`src/cssio_pkg.sv`:
```
// Package: constants and types for the clocked serial shift unit
package cssio_pkg;
   localparam int         ADDR_W       = 3;
   localparam logic [2:0] ADDR_PORT_E  = 3'h0;
   localparam logic [2:0] ADDR_PORT_F  = 3'h1;
   localparam logic [2:0] ADDR_MODE    = 3'h2;
   localparam logic [2:0] ADDR_START   = 3'h3;
   localparam logic [2:0] ADDR_STOP    = 3'h4;
   localparam logic [2:0] ADDR_COUNT   = 3'h5;
   localparam logic [2:0] ADDR_STATUS  = 3'h6;
   localparam int         MODE_SO      = 0;
   localparam int         MODE_SHIFT   = 1;
   localparam int         MODE_SRC     = 3;
   localparam int         JUDGE_BIT    = 3;
   localparam int         ST_JUDGE     = 0;
   localparam int         ST_PIN       = 1;
   localparam int         ST_STARTED   = 2;
   localparam logic [3:0] MODE_RESET   = 4'h0;
   localparam logic [3:0] CNT_RESET    = 4'h0;
   localparam logic [7:0] SHIFT_RESET  = 8'h00;
   localparam int         CLK_NS       = 25;
   localparam int         INSTR_NS     = 33300;
   localparam int         HALF_CYC     = (INSTR_NS + CLK_NS - 1) / CLK_NS;
   localparam int         HALF_W       = 11;
   localparam logic [HALF_W-1:0] HALF_LAST = HALF_W'(HALF_CYC - 1);

   typedef struct packed {
      logic              rd;
      logic              wr;
      logic [ADDR_W-1:0] addr;
      logic [3:0]        wdata;
   } cssio_bus_t;

   typedef enum logic [2:0] {
      GEN_IDLE = 3'b001,
      GEN_HIGH = 3'b010,
      GEN_LOW  = 3'b100
   } cssio_gen_t;
endpackage : cssio_pkg

```
`src/cssio_top.sv`:
```
// Module: clocked serial shift unit with shifter, counter and clock generator
//
// Implementation choices: strobed register access and the register addresses.
`timescale 1ns/1ps
module cssio_top (
   // Clock and reset
   input  wire logic              mclk,
   input  wire logic              sys_rst,
   // Register port
   input  wire cssio_pkg::cssio_bus_t bus,
   output logic [3:0]             rdata,
   // Serial pins
   input  wire logic              sck_in,
   output logic                   sck_out,
   output logic                   sck_oe,
   input  wire logic              si_in,
   output logic                   so_out,
   // Judge line to the core
   output logic                   shift_end_judge
);
   import cssio_pkg::*;

   ////////////////////////////////////////////////////////////////////////
   logic [7:0]        shifter;
   logic [3:0]        cnt;
   logic [3:0]        mode;
   logic              started;
   cssio_gen_t        gen;
   logic [HALF_W-1:0] half;
   logic              sck_s1, sck_s2, sck_s3;
   logic              si_s1, si_s2;
   logic [7:0]        next_shifter;
   logic [3:0]        next_cnt;
   logic [3:0]        next_mode;
   logic              next_started;
   cssio_gen_t        next_gen;
   logic [HALF_W-1:0] next_half;
   logic [3:0]        next_rdata;
   logic              next_sck_out;
   logic              next_sck_oe;
   logic              next_so;
   logic              next_judge;
   logic              src, sh_en, autostop, half_end;
   logic              int_rise, int_fall, ext_rise, ext_fall, rise, fall;
   logic              wr_e, wr_f, start, stop;

   ////////////////////////////////////////////////////////////////////////
   // Next values
   always_comb begin
      src      = mode[MODE_SRC];
      sh_en    = mode[MODE_SHIFT];
      autostop = src & sh_en;
      half_end = (half == HALF_LAST);
      wr_e     = bus.wr && bus.addr == ADDR_PORT_E;
      wr_f     = bus.wr && bus.addr == ADDR_PORT_F;
      start    = bus.wr && bus.addr == ADDR_START;
      stop     = bus.wr && bus.addr == ADDR_STOP;
      ext_rise = sck_s2 & ~sck_s3;
      ext_fall = ~sck_s2 & sck_s3;
      int_rise = (gen == GEN_LOW) && half_end;
      int_fall = (gen == GEN_HIGH) && half_end && !(autostop && shift_end_judge);
      rise     = src ? int_rise : ext_rise;
      fall     = src ? int_fall : ext_fall;
      next_shifter = shifter;
      next_cnt     = cnt;
      next_mode    = mode;
      next_started = started;
      next_gen     = gen;
      next_half    = half;
      next_so      = so_out;
      // Generator: high half, then active low half
      unique case (gen)
         GEN_IDLE: next_half = '0;
         GEN_HIGH: begin
            if (autostop && shift_end_judge) begin
               next_gen  = GEN_IDLE;
               next_half = '0;
            end else if (half_end) begin
               next_gen  = GEN_LOW;
               next_half = '0;
            end else begin
               next_half = half + 1'b1;
            end
         end
         GEN_LOW: begin
            if (half_end) begin
               next_gen  = GEN_HIGH;
               next_half = '0;
            end else begin
               next_half = half + 1'b1;
            end
         end
      endcase
      if (!src) begin
         next_gen  = GEN_IDLE;
         next_half = '0;
      end
      // Shift path, gated by enable
      if (sh_en && fall) begin
         next_so = shifter[7];
      end
      if (sh_en && rise) begin
         next_shifter = {shifter[6:0], si_s2};
         next_cnt     = cnt + 1'b1;
      end
      if (wr_e) begin
         next_shifter[3:0] = bus.wdata;
      end
      if (wr_f) begin
         next_shifter[7:4] = bus.wdata;
      end
      if (start) begin
         next_mode    = bus.wdata;
         next_started = 1'b1;
         next_cnt     = CNT_RESET;
         next_half    = '0;
         next_gen     = bus.wdata[MODE_SRC] ? GEN_HIGH : GEN_IDLE;
      end
      if (stop) begin
         next_mode = MODE_RESET;
         next_cnt  = CNT_RESET;
         next_gen  = GEN_IDLE;
         next_half = '0;
      end
      next_judge   = next_cnt[JUDGE_BIT];
      next_sck_out = (next_gen != GEN_LOW);
      next_sck_oe  = next_started & next_mode[MODE_SRC];
      next_rdata   = 4'h0;
      if (bus.rd) begin
         case (bus.addr)
            ADDR_PORT_E: next_rdata = shifter[3:0];
            ADDR_PORT_F: next_rdata = shifter[7:4];
            ADDR_MODE:   next_rdata = mode;
            ADDR_COUNT:  next_rdata = cnt;
            ADDR_STATUS: begin
               next_rdata[ST_JUDGE]   = shift_end_judge;
               next_rdata[ST_PIN]     = sck_s2;
               next_rdata[ST_STARTED] = started;
            end
            default:     next_rdata = 4'h0;
         endcase
      end
   end

   ////////////////////////////////////////////////////////////////////////
   // Registers
   always_ff @(posedge mclk) begin
      if (sys_rst) begin
         shifter         <= SHIFT_RESET;
         cnt             <= CNT_RESET;
         mode            <= MODE_RESET;
         started         <= 1'b0;
         gen             <= GEN_IDLE;
         half            <= '0;
         rdata           <= 4'h0;
         sck_out         <= 1'b1;
         sck_oe          <= 1'b0;
         so_out          <= 1'b0;
         shift_end_judge <= 1'b0;
         sck_s1          <= 1'b1;
         sck_s2          <= 1'b1;
         sck_s3          <= 1'b1;
         si_s1           <= 1'b0;
         si_s2           <= 1'b0;
      end else begin
         shifter         <= next_shifter;
         cnt             <= next_cnt;
         mode            <= next_mode;
         started         <= next_started;
         gen             <= next_gen;
         half            <= next_half;
         rdata           <= next_rdata;
         sck_out         <= next_sck_out;
         sck_oe          <= next_sck_oe;
         so_out          <= next_so;
         shift_end_judge <= next_judge;
         sck_s1          <= sck_in;
         sck_s2          <= sck_s1;
         sck_s3          <= sck_s2;
         si_s1           <= si_in;
         si_s2           <= si_s1;
      end
   end

   ////////////////////////////////////////////////////////////////////////
   // Checks
   property p_port_read;
      @(posedge mclk) disable iff (sys_rst)
      bus.rd && bus.addr == ADDR_PORT_F |=> rdata == $past(shifter[7:4]);
   endproperty
   a_port_read: assert property (p_port_read) else $error("port read bad");

   property p_shift_gate;
      @(posedge mclk) disable iff (sys_rst)
      !sh_en && !wr_e && !wr_f |=> shifter == $past(shifter);
   endproperty
   a_shift_gate: assert property (p_shift_gate) else $error("gated shift");

   property p_shift_dir;
      @(posedge mclk) disable iff (sys_rst)
      sh_en && rise && !wr_e && !wr_f |=>
         shifter == {$past(shifter[6:0]), $past(si_s2)};
   endproperty
   a_shift_dir: assert property (p_shift_dir) else $error("shift wrong");

   property p_so_fall;
      @(posedge mclk) disable iff (sys_rst)
      sh_en && fall |=> so_out == $past(shifter[7]);
   endproperty
   a_so_fall: assert property (p_so_fall) else $error("serial out bad");

   property p_judge;
      @(posedge mclk) disable iff (sys_rst)
      shift_end_judge == cnt[JUDGE_BIT];
   endproperty
   a_judge: assert property (p_judge) else $error("judge mismatch");

   property p_clear;
      @(posedge mclk) disable iff (sys_rst)
      start || stop |=> cnt == CNT_RESET && !shift_end_judge;
   endproperty
   a_clear: assert property (p_clear) else $error("count not cleared");

   property p_halt;
      @(posedge mclk) disable iff (sys_rst)
      gen == GEN_HIGH && autostop && shift_end_judge && !start && !stop
         |=> gen == GEN_IDLE ##1 sck_out;
   endproperty
   a_halt: assert property (p_halt) else $error("clock not halted");

   property p_half;
      @(posedge mclk) disable iff (sys_rst)
      $rose(gen == GEN_LOW) |-> $past(half) == HALF_LAST;
   endproperty
   a_half: assert property (p_half) else $error("half period bad");

   property p_run_on;
      @(posedge mclk) disable iff (sys_rst)
      gen == GEN_LOW && half_end && src && !start && !stop |=> gen == GEN_HIGH;
   endproperty
   a_run_on: assert property (p_run_on) else $error("clock stopped");

   property p_restart;
      @(posedge mclk) disable iff (sys_rst)
      start && bus.wdata[MODE_SRC] |=> gen == GEN_HIGH ##1 sck_out;
   endproperty
   a_restart: assert property (p_restart) else $error("no restart high");

   property p_float;
      @(posedge mclk) disable iff (sys_rst)
      !started |-> !sck_oe;
   endproperty
   a_float: assert property (p_float) else $error("pin driven early");

   property p_stop_mode;
      @(posedge mclk) disable iff (sys_rst)
      stop |=> mode == MODE_RESET && !sck_oe;
   endproperty
   a_stop_mode: assert property (p_stop_mode) else $error("mode kept");

   property p_ext_count;
      @(posedge mclk) disable iff (sys_rst)
      !src && sh_en && ext_rise && !start && !stop |=>
         cnt == 4'($past(cnt) + 4'h1);
   endproperty
   a_ext_count: assert property (p_ext_count) else $error("ext count bad");
endmodule : cssio_top

```
`config.mk`:
```
export PLATFORM = sky130hd
export DESIGN_NAME = cssio_top
export DESIGN_NICKNAME = d
export VERILOG_FILES = /design/src/cssio_pkg.sv /design/src/cssio_top.sv
export SDC_FILE = /design/constraint.sdc
export NUM_CORES = 1
export LEC_CHECK = 0
export BUFFER_PORTS_ARGS = -buffer_cell sky130_fd_sc_hd__buf_2
export CORE_ASPECT_RATIO = 1.2
export CORE_UTILIZATION = 49
export DETAILED_ROUTE_END_ITERATION = 7
export HOLD_SLACK_MARGIN = 0.1
export PLACE_DENSITY = 0.68
export SLEW_MARGIN = 20
export SYNTH_ARGS = -nofsm -noshare
export SYNTH_HDL_FRONTEND = slang
export SYNTH_SLANG_ARGS = --single-unit
```
`constraint.sdc`:
```
create_clock -name mclk -period 4.7 [get_ports mclk]
set_input_delay 0.705 -clock mclk [delete_from_list [all_inputs] [get_ports mclk]]
set_output_delay 0.705 -clock mclk [all_outputs]
set_load 0.02 [all_outputs]
```
==> run_results.csv <==
group,metric,value,unit
run_status,outcome,"complete, no violations",
die,die_x,61.7,um
drt,remaining_drc_errors,0,
global_route,grt_util_met1,0.276,
die,core,4000,um2
cts,root_buffer,"clkbuf_8",
layout,n_antenna_cell,0,
global_route,grt_use_met2,0.325,
sta,worstMarginPinSlew,0.885,ns
worst_setup_path,worstPathArrival,2.46,ns
logic_synthesis,synth-seq-cells,43,
drt,drt_iter0_markers,67,
sta,fmax,446,MHz
cts,cts_hold_buf,0,
worst_setup_path,r2r_setup_slack,2.46,ns
sta,relSlewSlack,0.410,
worst_setup_path,worst-path-max-fanout,16,
min_path,hold_path_depth,1,
logic_synthesis,ys_warn_count,0,
cts,clk_pin_slew,0.08,ns
logic_synthesis,synth.largest_area_cell,"dfxtp_1",
global_route,grt_pass1_vias,1528,
die,num_io_pins,21,
logic_synthesis,synth_area_leaders,"dfxtp_1 (41%), mux2i_1 (6.7%), nand2_1 (5.2%)",
global_route,grt_pass1_wl,6980,um
min_path,min_from,"sck_s1$_SDFF_PP1_",
worst_setup_path,path_class,"reg -> reg",
min_path,min_to,"sck_s2$_SDFF_PP1_",
die,die_h,73.6,um
pwr,pwr_density_cell,277,nW/um2
drt,postRouteWirelength,4290,um
cts,post-cts-setup-buffers,0,
cts,clkSinkCount,43,
flow_run,cap_violations,0,
logic_synthesis,synth_top_flop_cell,"dfxtp_1",
die,initial_core_util,0.523,
logic_synthesis,synth_top_area_share,0.411,
worst_setup_path,reg2reg_depth,6,
logic_synthesis,syn_nets,256,
logic_synthesis,yosysSeqAreaShare,0.411,
placement,gp_congestion,0.813,
drt,antenna_left,0,
worst_setup_path,crit_path_start_kind,"flop",
global_route,use_met3,0.0528,
logic_synthesis,ys_types,51,
drt,dr.pass1.iters,4,
layout,syn2layout_area_growth,9.80,%
placement,dp_hpwl,3090,um
global_route,grt_max_degree,26,
pwr,p_leak,0.000858,uW
worst_setup_path,end_kind,"flop",
cts,clk_latency,0.30,ns
sta,rsz0062_at_grt,"no",
worst_setup_path,r2r_end,"cnt[3]$_SDFFE_PP0P_",
sta,period_needed,2.24,ns
logic_synthesis,synthArstFlopShare,0,
logic_synthesis,synth_edf_count,0,
global_route,top_usage_layer,"met2",
pwr,ir_drop,0.000234,V
sta,finalHoldViolCount,0,
sta,layout_setup_ws,2.46,ns
cts,htree_levels,2,
cts,cts_tree,"yes",
cts,cts_made_buffers,5,
sta,final_max_slew_viol_count,0,
cts,post_cts_resize_count,0,
drt,vias_per_cell,5.54,
sta,final.setup.tns,0,ns
logic_synthesis,netlist_instances,241,
global_route,antenna_found_initial,0,
die,core.rowCount,25,
logic_synthesis,syn-cell-area,2090,um2
sta,skew,0.00474,ns
worst_setup_path,reg2reg_from,"half[0]$_SDFF_PP0_",
placement,place_ws,2.45,ns
placement,io_buffers,20,
logic_synthesis,synth_area_per_cell,8.69,um2
drt,avgRoutedWirePerCell,13.8,um
layout,nets,272,
die,die_area,4540,um2
global_route,overflow,0,
worst_setup_path,crit_required,4.92,ns
cts,clock_path_buffers,2,
sta,final-setup-viol-count,0,
min_path,hp-class,"reg -> reg",
layout,drive_above_1_share,0.155,
sta,period_share,0.477,
drt,via_count,1728,
global_route,grt_usage,0.212,
## through the flow
| step | area, um2 | hold slack [ns] | instances | utilization | total power, uW |
|---|---|---|---|---|---|
| 2_1_floorplan | 2090 | 0.389 | 241 | - | 404 |
| 3_3_place_gp | 2210 | 0.396 | 304 | 0.553 | 416 |
| 3_5_place_dp | 2210 | 0.397 | 304 | 0.553 | 416 |
| 4_1_cts | 2300 | 0.416 | 312 | 0.574 | 646 |
| 5_1_grt | 2300 | 0.429 | 312 | 0.574 | 663 |
| 6_report | 2300 | 0.413 | 312 | 0.574 | 637 |
## cell usage after synthesis, drive strengths merged (3+ instances only)
library cell and instances:
a21oi 9, a221oi 8, a22oi 3, and2 5
buf 3, clkbuf 8, dfxtp 43, inv 4
mux2 3, mux2i 14, nand2 29, nand2b 11
nand3 5, nor2 25, nor2b 5, nor3 3
nor3b 3, o21ai 17, or2 4, xnor2 3
xor2 6
## routing by layer
metal	share of wire	wire length [um]
met2	0.46	1970
met1	0.47	2040
met5	0	0
met3	0.043	184
met4	0.023	97
## area by class of cell
cell class / instances / area [um2]
tap: 54 / 67.6
multi-input combinational: 183 / 1170
fill: 400 / 1700
sequential: 43 / 861
inverter: 4 / 15.0
clock inverter: 2 / 12.5
timing repair buffer: 20 / 100
clock buffer: 6 / 72.6
## sequential cells by signal, indices dropped and copies added (netlist names)
register / flops
half: 11
shifter: 8
cnt: 4
mode: 4
rdata: 4
gen: 3
sck_oe: 1
sck_out: 1
sck_s1: 1
sck_s2: 1
sck_s3: 1
si_s1: 1
si_s2: 1
so_out: 1
started: 1
## worst max-delay path, stage by stage (launching register included)
cell and delay, ns:
dfxtp_1 0.37, ha_1 0.21, or4b_4 0.50, nor4_4 0.24, a21oi_2 0.26, or3_1 0.42
a21oi_1 0.17
## how the worst max path moves through the flow
| stage | to | start |
|---|---|---|
| final | cnt[3]$_SDFFE_PP0P_ | half[0]$_SDFF_PP0_ |
| after global routing | cnt[3]$_SDFFE_PP0P_ | half[0]$_SDFF_PP0_ |
| after CTS | cnt[3]$_SDFFE_PP0P_ | half[0]$_SDFF_PP0_ |
| after detailed placement | cnt[3]$_SDFFE_PP0P_ | half[0]$_SDFF_PP0_ |
| after global placement | cnt[3]$_SDFFE_PP0P_ | half[0]$_SDFF_PP0_ |
| after floorplan | shifter[0]$_SDFFE_PP0P_ | half[0]$_SDFF_PP0_ |
## power by group
group | total (uW) | switching, uW | leakage (uW) | internal [uW]
Combinational | 38.0 | 23.3 | 0.000470 | 14.7
Sequential | 370 | 3.00 | 0.000348 | 367
Clock | 229 | 125 | 0.0000412 | 104
Total | 637 | 151 | 0.000858 | 486
## cell usage in the layout, fill, tap and decap left out, types with 2 or more instances in the layout
cell type,count
a221oi_1,8
and2_1,5
nor3_1,2
nor2b_1,5
nand4_1,2
nand3_1,5
a22oi_1,3
dfxtp_1,43
or3_1,2
nand2_1,29
mux2i_1,14
nor3b_1,3
xor2_1,6
nand3b_1,2
ha_1,2
mux2_2,3
a21oi_1,8
clkbuf_8,5
buf_2,20
or2_2,4
nor2_1,25
xnor2_1,3
inv_1,4
nand2b_1,11
o21ai_0,17
o22ai_1,2
## logic make-up (layout without fill, tap and decap cells)
kind of cell	count (synthesis)	count (layout)	share of synthesized area
multiplexers	17	17	0.0830
flip-flops	43	43	0.411
AO/OA/AOI/OAI	48	48	0.151
AND/OR/NAND/NOR	107	107	0.276
buffers and inverters	15	32	0.0299
adder cells (fa/ha/maj)	2	2	0.0119
XOR/XNOR	9	9	0.0376
No activity file was read; power rests on OpenSTA's default activity.
